--- src/rtl/ezbi_pkg.sv ---
// Purpose: Shared constants and bus clock divider for the zone interface
// Assumes: clk_in is twice the system clock rate
// Notes: Package first, then the divider module
`timescale 1ns/1ps
package ezbi_pkg;
    localparam int ADDR_W = 19;
    localparam int DATA_W = 16;
    localparam int ZONE_W = 3;
    localparam int LEAD_W = 2;
    localparam int ACT_W = 3;
    localparam int TRAIL_W = 2;
    localparam int CNT_W = 3;
    // Config word bit positions
    localparam int CFG_RATIO_LSB = 0;
    localparam int CFG_READY_ASYNC = 2;
    localparam int CFG_CLK_OFF = 3;
    localparam int CFG_W = 4;
    // Divider ratio codes
    localparam logic [1:0] RATIO_EQUAL = 2'h0;
    localparam logic [1:0] RATIO_HALF = 2'h1;
    localparam logic [1:0] RATIO_QUARTER = 2'h2;
    // Reset value: quarter rate, clock running, sync ready
    localparam logic [3:0] CFG_RESET = 4'h2;
    // Half periods in clk_in cycles minus one
    localparam logic [1:0] HALF_EQUAL = 2'h0;
    localparam logic [1:0] HALF_HALF = 2'h1;
    localparam logic [1:0] HALF_QUARTER = 2'h3;
    typedef enum logic [2:0] {
        EZBI_IDLE = 3'b000,
        EZBI_LEAD = 3'b001,
        EZBI_ACTIVE = 3'b010,
        EZBI_TRAIL = 3'b011,
        EZBI_HOLD = 3'b100
    } ezbi_state_t;
endpackage

// ==========================================================
// Bus clock divider
module ezbi_clk_div (
    input wire logic clk_in,
    input wire logic reset_in,
    input wire logic [1:0] ratio_in,
    input wire logic clk_off_in,
    output logic bus_clk_out
);
    logic [1:0] cnt;
    wire [1:0] half_lim = (ratio_in == ezbi_pkg::RATIO_EQUAL) ?
        ezbi_pkg::HALF_EQUAL : (ratio_in == ezbi_pkg::RATIO_HALF) ?
        ezbi_pkg::HALF_HALF : ezbi_pkg::HALF_QUARTER;
    wire tick = (cnt >= half_lim);
    wire quarter_run = !clk_off_in && (ratio_in == ezbi_pkg::RATIO_QUARTER);

    always_ff @(posedge clk_in) begin
        if (reset_in) begin
            cnt <= 2'h0;
            bus_clk_out <= 1'b0;
        end else if (clk_off_in) begin
            cnt <= 2'h0;
            bus_clk_out <= 1'b0;
        end else begin
            cnt <= tick ? 2'h0 : cnt + 2'h1;
            if (tick) begin
                bus_clk_out <= ~bus_clk_out;
            end
        end
    end
endmodule

--- src/rtl/ezbi_core.sv ---
// Purpose: Zone bus master with strobe timing, ready wait and hold grant
// Assumes: Pin inputs are asynchronous; user side is on clk_in
// Notes: All pin outputs are registered; pins lag state by one cycle
// Function
// - Drive grant ack low once hold granted
// - Tri-state all bus and strobes while granted
// - Release grant ack when request released
// - Low-pair select low for zone 0/1
// - Zone two select low for zone 2
// - High-pair select low for zone 6/7
// - Write strobe timed by per-zone lead/active/trail
// - Read strobe timed by per-zone lead/active/trail
// - Read and write strobes never together
// - Read-not-write low only during writes
// - Access ends only on ready high in zones with their use-ready bit set
// - Ready sampling selectable sync or async
// - Bus clock equal, half or quarter rate
// - Bus clock quarter rate after reset
// - Clock-off bit 3 stops bus clock
// - Grant only when idle and nothing pending
// - Nineteen bit address output bus
// - Sixteen bit two-way data bus
`timescale 1ns/1ps
module ezbi_core (
    input wire logic clk_in,
    input wire logic reset_in,
    input wire logic req_valid_in,
    input wire logic req_write_in,
    input wire logic [2:0] req_zone_in,
    input wire logic [18:0] req_addr_in,
    input wire logic [15:0] req_wdata_in,
    output logic req_ready_out,
    output logic rsp_valid_out,
    output logic [15:0] rsp_rdata_out,
    input wire logic cfg_wr_in,
    input wire logic [3:0] ext_if_config_in,
    output logic [3:0] ext_if_config_out,
    input wire logic [15:0] zone_lead_in,
    input wire logic [23:0] zone_active_in,
    input wire logic [15:0] zone_trail_in,
    input wire logic [7:0] zone_use_ready_in,
    output logic [18:0] ext_addr_out,
    output logic [15:0] ext_data_out,
    input wire logic [15:0] ext_data_in,
    output logic ext_data_oe_out,
    output logic cs_zone_low_pair_n_out,
    output logic cs_zone_two_n_out,
    output logic cs_zone_high_pair_n_out,
    output logic wr_strobe_n_out,
    output logic rd_strobe_n_out,
    output logic read_not_write_out,
    output logic ctl_oe_out,
    input wire logic ext_ready_in,
    input wire logic bus_request_n_in,
    output logic bus_grant_ack_n_out,
    output logic ext_bus_clk_out
);
    ezbi_pkg::ezbi_state_t state, next_state;
    logic [2:0] cnt;
    logic [2:0] cur_zone;
    logic cur_write;
    logic [18:0] cur_addr;
    logic [15:0] cur_wdata;
    logic rdy_s1, rdy_s2, rdy_s3;
    logic hreq_s1, hreq_s2;
    logic [15:0] data_s1, data_s2;
    logic [3:0] acc_hist;
    logic rsp_pend;

    // ==========================================================
    // Pin synchronisers
    always_ff @(posedge clk_in) begin
        rdy_s1 <= ext_ready_in;
        rdy_s2 <= rdy_s1;
        rdy_s3 <= rdy_s2;
        hreq_s1 <= bus_request_n_in;
        hreq_s2 <= hreq_s1;
        data_s1 <= ext_data_in;
        data_s2 <= data_s1;
    end

    // ==========================================================
    // Phase decode
    function automatic logic [2:0] lim(input logic [2:0] v);
        lim = (v == 3'h0) ? 3'h1 : v;
    endfunction

    wire hold_req = ~hreq_s2;
    wire ready_async = ext_if_config_out[ezbi_pkg::CFG_READY_ASYNC];
    // Async mode needs two agreeing samples
    wire rdy_ok = ready_async ? (rdy_s2 & rdy_s3) : rdy_s2;
    // Ready samples taken before the select went out are stale pull-up
    wire rdy_fresh = ready_async ? (&acc_hist) : (&acc_hist[2:0]);
    wire rdy_seen = rdy_ok & rdy_fresh;
    wire [1:0] lead_f = zone_lead_in[cur_zone*2 +: 2];
    wire [2:0] act_f = zone_active_in[cur_zone*3 +: 3];
    wire [1:0] trail_f = zone_trail_in[cur_zone*2 +: 2];
    wire use_rdy = zone_use_ready_in[cur_zone];
    wire [2:0] phase_lim = (state == ezbi_pkg::EZBI_LEAD) ?
        lim({1'b0, lead_f}) : (state == ezbi_pkg::EZBI_ACTIVE) ?
        lim(act_f) : lim({1'b0, trail_f});
    wire last = (cnt >= phase_lim - 3'h1);
    wire accept = req_valid_in & req_ready_out;
    wire zone_ok = (req_zone_in[2:1] == 2'h0) || (req_zone_in == 3'h2) ||
        (req_zone_in[2:1] == 2'h3);
    wire in_access = (state == ezbi_pkg::EZBI_LEAD) ||
        (state == ezbi_pkg::EZBI_ACTIVE) || (state == ezbi_pkg::EZBI_TRAIL);
    wire act_done = last & (~use_rdy | rdy_seen);
    wire strobe_on = (state == ezbi_pkg::EZBI_ACTIVE);

    // ==========================================================
    // Access sequencer
    always_comb begin
        next_state = state;
        case (state)
            ezbi_pkg::EZBI_IDLE: begin
                if (accept && zone_ok) begin
                    next_state = ezbi_pkg::EZBI_LEAD;
                end else if (!req_valid_in && hold_req) begin
                    next_state = ezbi_pkg::EZBI_HOLD;
                end
            end
            ezbi_pkg::EZBI_LEAD: begin
                if (last) begin
                    next_state = ezbi_pkg::EZBI_ACTIVE;
                end
            end
            ezbi_pkg::EZBI_ACTIVE: begin
                if (act_done) begin
                    next_state = ezbi_pkg::EZBI_TRAIL;
                end
            end
            ezbi_pkg::EZBI_TRAIL: begin
                if (last) begin
                    next_state = ezbi_pkg::EZBI_IDLE;
                end
            end
            ezbi_pkg::EZBI_HOLD: begin
                if (!hold_req) begin
                    next_state = ezbi_pkg::EZBI_IDLE;
                end
            end
            default: next_state = ezbi_pkg::EZBI_IDLE;
        endcase
    end

    wire [2:0] next_cnt = (next_state != state) ? 3'h0 : cnt + 3'h1;
    wire trail_done = (state == ezbi_pkg::EZBI_TRAIL) & last;
    // Response waits a cycle so the read sample has crossed the syncs
    wire next_rsp = (accept & ~zone_ok) | rsp_pend;

    always_ff @(posedge clk_in) begin
        if (reset_in) begin
            state <= ezbi_pkg::EZBI_IDLE;
            cnt <= 3'h0;
            cur_zone <= 3'h0;
            cur_write <= 1'b0;
            cur_addr <= 19'h00000;
            cur_wdata <= 16'h0000;
            req_ready_out <= 1'b0;
            rsp_valid_out <= 1'b0;
            rsp_pend <= 1'b0;
            acc_hist <= 4'h0;
            rsp_rdata_out <= 16'h0000;
            ext_if_config_out <= ezbi_pkg::CFG_RESET;
        end else begin
            state <= next_state;
            cnt <= next_cnt;
            req_ready_out <= (next_state == ezbi_pkg::EZBI_IDLE);
            rsp_valid_out <= next_rsp;
            rsp_pend <= trail_done;
            acc_hist <= {acc_hist[2:0], in_access};
            if (cfg_wr_in) begin
                ext_if_config_out <= ext_if_config_in;
            end
            if (accept) begin
                cur_zone <= req_zone_in;
                cur_write <= req_write_in;
                cur_addr <= req_addr_in;
                cur_wdata <= req_wdata_in;
            end
            if (accept && !zone_ok) begin
                rsp_rdata_out <= 16'h0000;
            end else if (rsp_pend && !cur_write) begin
                rsp_rdata_out <= data_s2;
            end
        end
    end

    // ==========================================================
    // Registered pins
    always_ff @(posedge clk_in) begin
        if (reset_in) begin
            ext_addr_out <= 19'h00000;
            ext_data_out <= 16'h0000;
            ext_data_oe_out <= 1'b0;
            cs_zone_low_pair_n_out <= 1'b1;
            cs_zone_two_n_out <= 1'b1;
            cs_zone_high_pair_n_out <= 1'b1;
            wr_strobe_n_out <= 1'b1;
            rd_strobe_n_out <= 1'b1;
            read_not_write_out <= 1'b1;
            ctl_oe_out <= 1'b1;
            bus_grant_ack_n_out <= 1'b1;
        end else begin
            ext_addr_out <= cur_addr;
            ext_data_out <= cur_wdata;
            ext_data_oe_out <= in_access & cur_write;
            cs_zone_low_pair_n_out <=
                ~(in_access & (cur_zone[2:1] == 2'h0));
            cs_zone_two_n_out <= ~(in_access & (cur_zone == 3'h2));
            cs_zone_high_pair_n_out <=
                ~(in_access & (cur_zone[2:1] == 2'h3));
            wr_strobe_n_out <= ~(strobe_on & cur_write);
            rd_strobe_n_out <= ~(strobe_on & ~cur_write);
            read_not_write_out <= ~(in_access & cur_write);
            ctl_oe_out <= (state != ezbi_pkg::EZBI_HOLD);
            bus_grant_ack_n_out <= (state != ezbi_pkg::EZBI_HOLD);
        end
    end

    ezbi_clk_div u_clk_div (
        .clk_in(clk_in),
        .reset_in(reset_in),
        .ratio_in(ext_if_config_out[1:0]),
        .clk_off_in(ext_if_config_out[ezbi_pkg::CFG_CLK_OFF]),
        .bus_clk_out(ext_bus_clk_out)
    );
endmodule

--- config.mk ---
export PLATFORM = sky130hd
export DESIGN_NAME = ezbi_core
export DESIGN_NICKNAME = d
export VERILOG_FILES = /design/src/rtl/ezbi_pkg.sv /design/src/rtl/ezbi_core.sv
export SDC_FILE = /design/constraint.sdc
export NUM_CORES = 1
export LEC_CHECK = 0
export ABC_AREA = 1
export BUFFER_PORTS_ARGS = -buffer_cell sky130_fd_sc_hd__buf_2
export CORE_AREA = 8 8 118 120
export DETAILED_ROUTE_END_ITERATION = 12
export DIE_AREA = 0 0 126 128
export PLACE_DENSITY = 0.71
export SKIP_CTS_REPAIR_TIMING = 1
export SLEW_MARGIN = 15
export SYNTH_ARGS = -nofsm -noshare
export SYNTH_HDL_FRONTEND = slang
export SYNTH_SLANG_ARGS = --single-unit
--- constraint.sdc ---
create_clock -name clk_in -period 7.8 [get_ports clk_in]
set_clock_uncertainty 0.05 [all_clocks]
set_input_delay 0.78 -clock clk_in [delete_from_list [all_inputs] [get_ports clk_in]]
set_output_delay 0.78 -clock clk_in [all_outputs]
set_load 0.02 [all_outputs]
==> summary.json <==
{
  "final_cells": {"value": 992},
  "sw_frac_of_total": {"value": 0.314},
  "setup_slack": {"value": 4460, "unit": "ps"},
  "timing.rr.end": {"value": "cnt[2]"},
  "num_io_pins": {"value": 196},
  "cts.sinks": {"value": 155},
  "synth_cells": {"value": 648},
  "detail_route.iter0.violations": {"value": 196},
  "status": {"value": "completed"},
  "finalCoreUtilization": {"value": 0.572},
  "slack_of_the_worst_reg_to_reg_path": {"value": 4460, "unit": "ps"},
  "wp_data_required": {"value": 8050, "unit": "ps"},
  "grt_pass1_vias": {"value": 4653},
  "die-width": {"value": 126, "unit": "um"},
  "final_gp_congestion": {"value": 0.861},
  "maximum_number_of_pins_on_one_net_before_global_route_repair": {"value": 49},
  "finalWirelength": {"value": 13700, "unit": "um"},
  "synth.ff_latch_count": {"value": 155},
  "cap_violations": {"value": 0},
  "worst-path-max-fanout": {"value": 18},
  "synth_top_area_frac": {"value": 0.576},
  "grt_util_met2": {"value": 0.289},
  "final_max_slew_viol_count": {"value": 0},
  "synth.avg_cell_area": {"value": 8.32, "unit": "um2"},
  "slew-limit-headroom": {"value": 0.549},
  "first_pass_grt_wire_length": {"value": 22400, "unit": "um"},
  "worst_vdd_rail_ir_drop": {"value": 0.160, "unit": "mV"},
  "power-per-cell-area": {"value": 324, "unit": "nW/um2"},
  "syn_area": {"value": 5390, "unit": "um2"},
  "ctsHtreeMaxLevel": {"value": 4},
  "io_buffer_count": {"value": 195},
  "dominant_cells_by_area_after_synthesis": {"value": "dfxtp_1 58%, a21oi_1 6.1%, nor2_1 6.1%"},
  "cell_internal_pwr": {"value": 1.55, "unit": "mW"},
  "detailedPlacementHpwl": {"value": 9900, "unit": "um"},
  "ctsRootBufferMaster": {"value": "clkbuf_16"},
  "clock_tree.buffer_depth": {"value": 2},
  "design.die.area": {"value": 16100, "unit": "um2"},
  "sequential_area_share_after_synthesis": {"value": 0.576},
  "numCtsBuffers": {"value": 17},
  "synthDistinctLibCells": {"value": 30},
  "power.share.clock": {"value": 0.356},
  "grt_util_met3": {"value": 0.0815},
  "worst-slew-pin-transition": {"value": 675, "unit": "ps"},
  "vias_per_cell": {"value": 4.70},
  "grt.overflow.total": {"value": 0},
  "place.detailed.instances": {"value": 960},
  "hold_path_class": {"value": "flip-flop to flip-flop"},
  "wl_cell": {"value": 13.8, "unit": "um"},
  "postSynthNetCount": {"value": 784},
  "power.static_leakage": {"value": 3.30, "unit": "nW"},
  "global_route_layer_with_the_greatest_usage": {"value": "met2"},
  "antenna_left": {"value": 0},
  "chipHeight": {"value": 128, "unit": "um"},
  "share_of_final_layout_standard_cells_stronger_than_drive_strength_1": {"value": 0.292},
  "timing.hold.worst_path_depth": {"value": 0},
  "synth_area_leader_cell": {"value": "dfxtp_1"},
  "number_of_antenna_repair_diodes": {"value": 0},
  "total_switching_power": {"value": 0.710, "unit": "mW"},
  "groute.usage.overall": {"value": 0.173},
  "p_seq_frac": {"value": 0.415},
  "finalHoldViolations": {"value": 0},
  "worst_skew_pair.late_latency": {"value": 400, "unit": "ps"},
  "min_to": {"value": "data_s2[12]"},
  "worst_hold_startpoint": {"value": "data_s1[12]"},
  "drc": {"value": 0},
  "placement.setup.worst_slack": {"value": 4460, "unit": "ps"},
  "synthFlopType": {"value": "dfxtp_1"},
  "number_of_antenna_violations_at_the_first_check_in_global_routing": {"value": 2},
  "worst_setup_hold_path_clk_slew": {"value": 60, "unit": "ps"},
  "async_s_r_ff_share_synth": {"value": 0},
  "via_count": {"value": 4667},
  "cp-end-kind": {"value": "flip-flop"},
  "post_synth_most_frequent_cells": {"value": "155 x dfxtp_1, 87 x nor2_1, 84 x nand2_1, 67 x inv_1, 66 x a21oi_1"},
  "synth-edff-count": {"value": 0},
  "initial_utilization": {"value": 0.441},
  "drt_first_pass_iters": {"value": 4},
  "area.growth.synth_to_final": {"value": 29.6, "unit": "%"},
  "rows": {"value": 41},
  "achievable-frequency": {"value": 0.299, "unit": "GHz"},
  "r2r-start": {"value": "cur_zone[1]"},
  "met1_track_utilization_from_global_routing": {"value": 0.188},
  "share_comb_of_total_power": {"value": 0.229},
  "worst-setup-path-type": {"value": "flip-flop to flip-flop"},
  "tns": {"value": 0, "unit": "ps"},
  "final_period_minus_worst_setup_slack": {"value": 3340, "unit": "ps"},
  "reg2regPathDepth": {"value": 23},
  "cp-start-kind": {"value": "flip-flop"},
  "synthMostInstantiatedCell": {"value": "dfxtp_1"},
  "synthesis.yosys.warnings": {"value": 0},
  "placeableCoreArea": {"value": 12200, "unit": "um2"},
  "cts_tree": {"value": "yes"},
  "unrepaired_setup_endpoints_after_global_routing": {"value": "false"},
  "nNetsFinal": {"value": 965},
  "critPathArrivalTime": {"value": 3590, "unit": "ps"},
  "finalSetupViolations": {"value": 0},
  "fin_crit_sh": {"value": 0.428}
}
-- sequential cells by signal, summed over array words and instances, names as in the netlist, 2 cells and up --
signal and flops:
acc_hist 4, cnt 3, cur_addr 19, cur_wdata 16, cur_zone 3, data_s1 16, data_s2 16, ext_addr_out 19
ext_data_out 16, ext_if_config_out 4, rsp_rdata_out 16, state 3, u_clk_div.cnt 2
-- worst max-delay path: stages, from the launching register on --
cell      delay, ps
dfxtp_1         740
inv_4           210
nor2_1          140
o21ai_1          70
nand3_1          90
nand3_1         140
nand2_1          90
nand2_1          50
nand2_1          50
nand2_1          50
nand2_1          80
ha_1            160
xor2_1          170
ha_1            280
a21oi_1         130
nand3_1         140
nand2_1         100
inv_2            40
nor2_2          140
nand2_1          60
nand2_1          60
clkinv_1         60
nand2_2          80
nor2_1           40
-- area by class of cell --
cell class / count / area, um2
Clock buffer: 17 / 425
Clock inverter: 15 / 166
Fill cell: 1127 / 5230
Inverter: 73 / 279
Multi-Input combinational cell: 383 / 1810
Sequential cell: 155 / 3100
Tap cell: 150 / 188
Timing Repair Buffer: 199 / 1010
-- routing by layer --
metal	vias to the layer above	share of wire	wire [um]
met3	24	0.10	1400
met5	-	0.0019	26
met4	4	0.016	215
li1	2433	-	-
met1	2037	0.41	5670
met2	169	0.47	6380
-- power groups by stage --
stage | clock network, mW | registers, mW | logic [mW]
floorplan | 0 | 0.976 | 0.367
global placement | 0 | 0.954 | 0.514
detailed placement | 0 | 0.956 | 0.521
CTS | 0.822 | 0.939 | 0.524
global route | 0.858 | 0.950 | 0.600
finish | 0.806 | 0.939 | 0.518
-- cells in the final DEF (no fill, tap or decap), types with 2 or more instances in the layout --
master,count
dfxtp_1,155
nor3_1,2
o22ai_1,5
inv_1,67
clkinvlp_4,2
nand3_1,47
inv_2,3
ha_1,7
buf_2,195
o21ai_1,6
o21ai_0,62
a21oi_1,66
clkinv_2,2
bufinv_16,2
buf_4,4
inv_4,2
nand2_2,3
nor2_2,3
inv_6,3
clkinv_4,5
clkbuf_16,17
nand2_1,83
nor2_1,87
nand4_1,3
xnor2_1,2
-- worst max-delay path by stage --
stage                     endpoint  slack [ps]               start
final                       cnt[2]        4460         cur_zone[1]
after global routing        cnt[0]        4100         cur_zone[1]
after CTS                   cnt[2]        4450         cur_zone[1]
after detailed placement    cnt[2]        4460         cur_zone[1]
after global placement      cnt[2]        4530         cur_zone[1]
after floorplan             cnt[2]        4860  zone_active_in[20]
-- metrics by stage --
stage	area (um2)	power, mW	hold WS, ps
2_1_floorplan	5390	1.34	260
3_3_place_gp	6390	1.47	260
3_5_place_dp	6390	1.48	262
4_1_cts	6980	2.28	276
5_1_grt	6980	2.41	281
6_report	6980	2.26	276
-- kinds of logic (layout without fill, tap and decap cells) --
kind of cell / Yosys count / after routing / share of synthesized area
flops: 155 / 155 / 0.576
simple gates: 232 / 232 / 0.182
buf+inv: 110 / 304 / 0.0880
fa+ha+maj: 7 / 7 / 0.0163
compound gates: 141 / 141 / 0.133
xor+xnor: 3 / 3 / 0.00488
(Power assumes the default switching activity.)
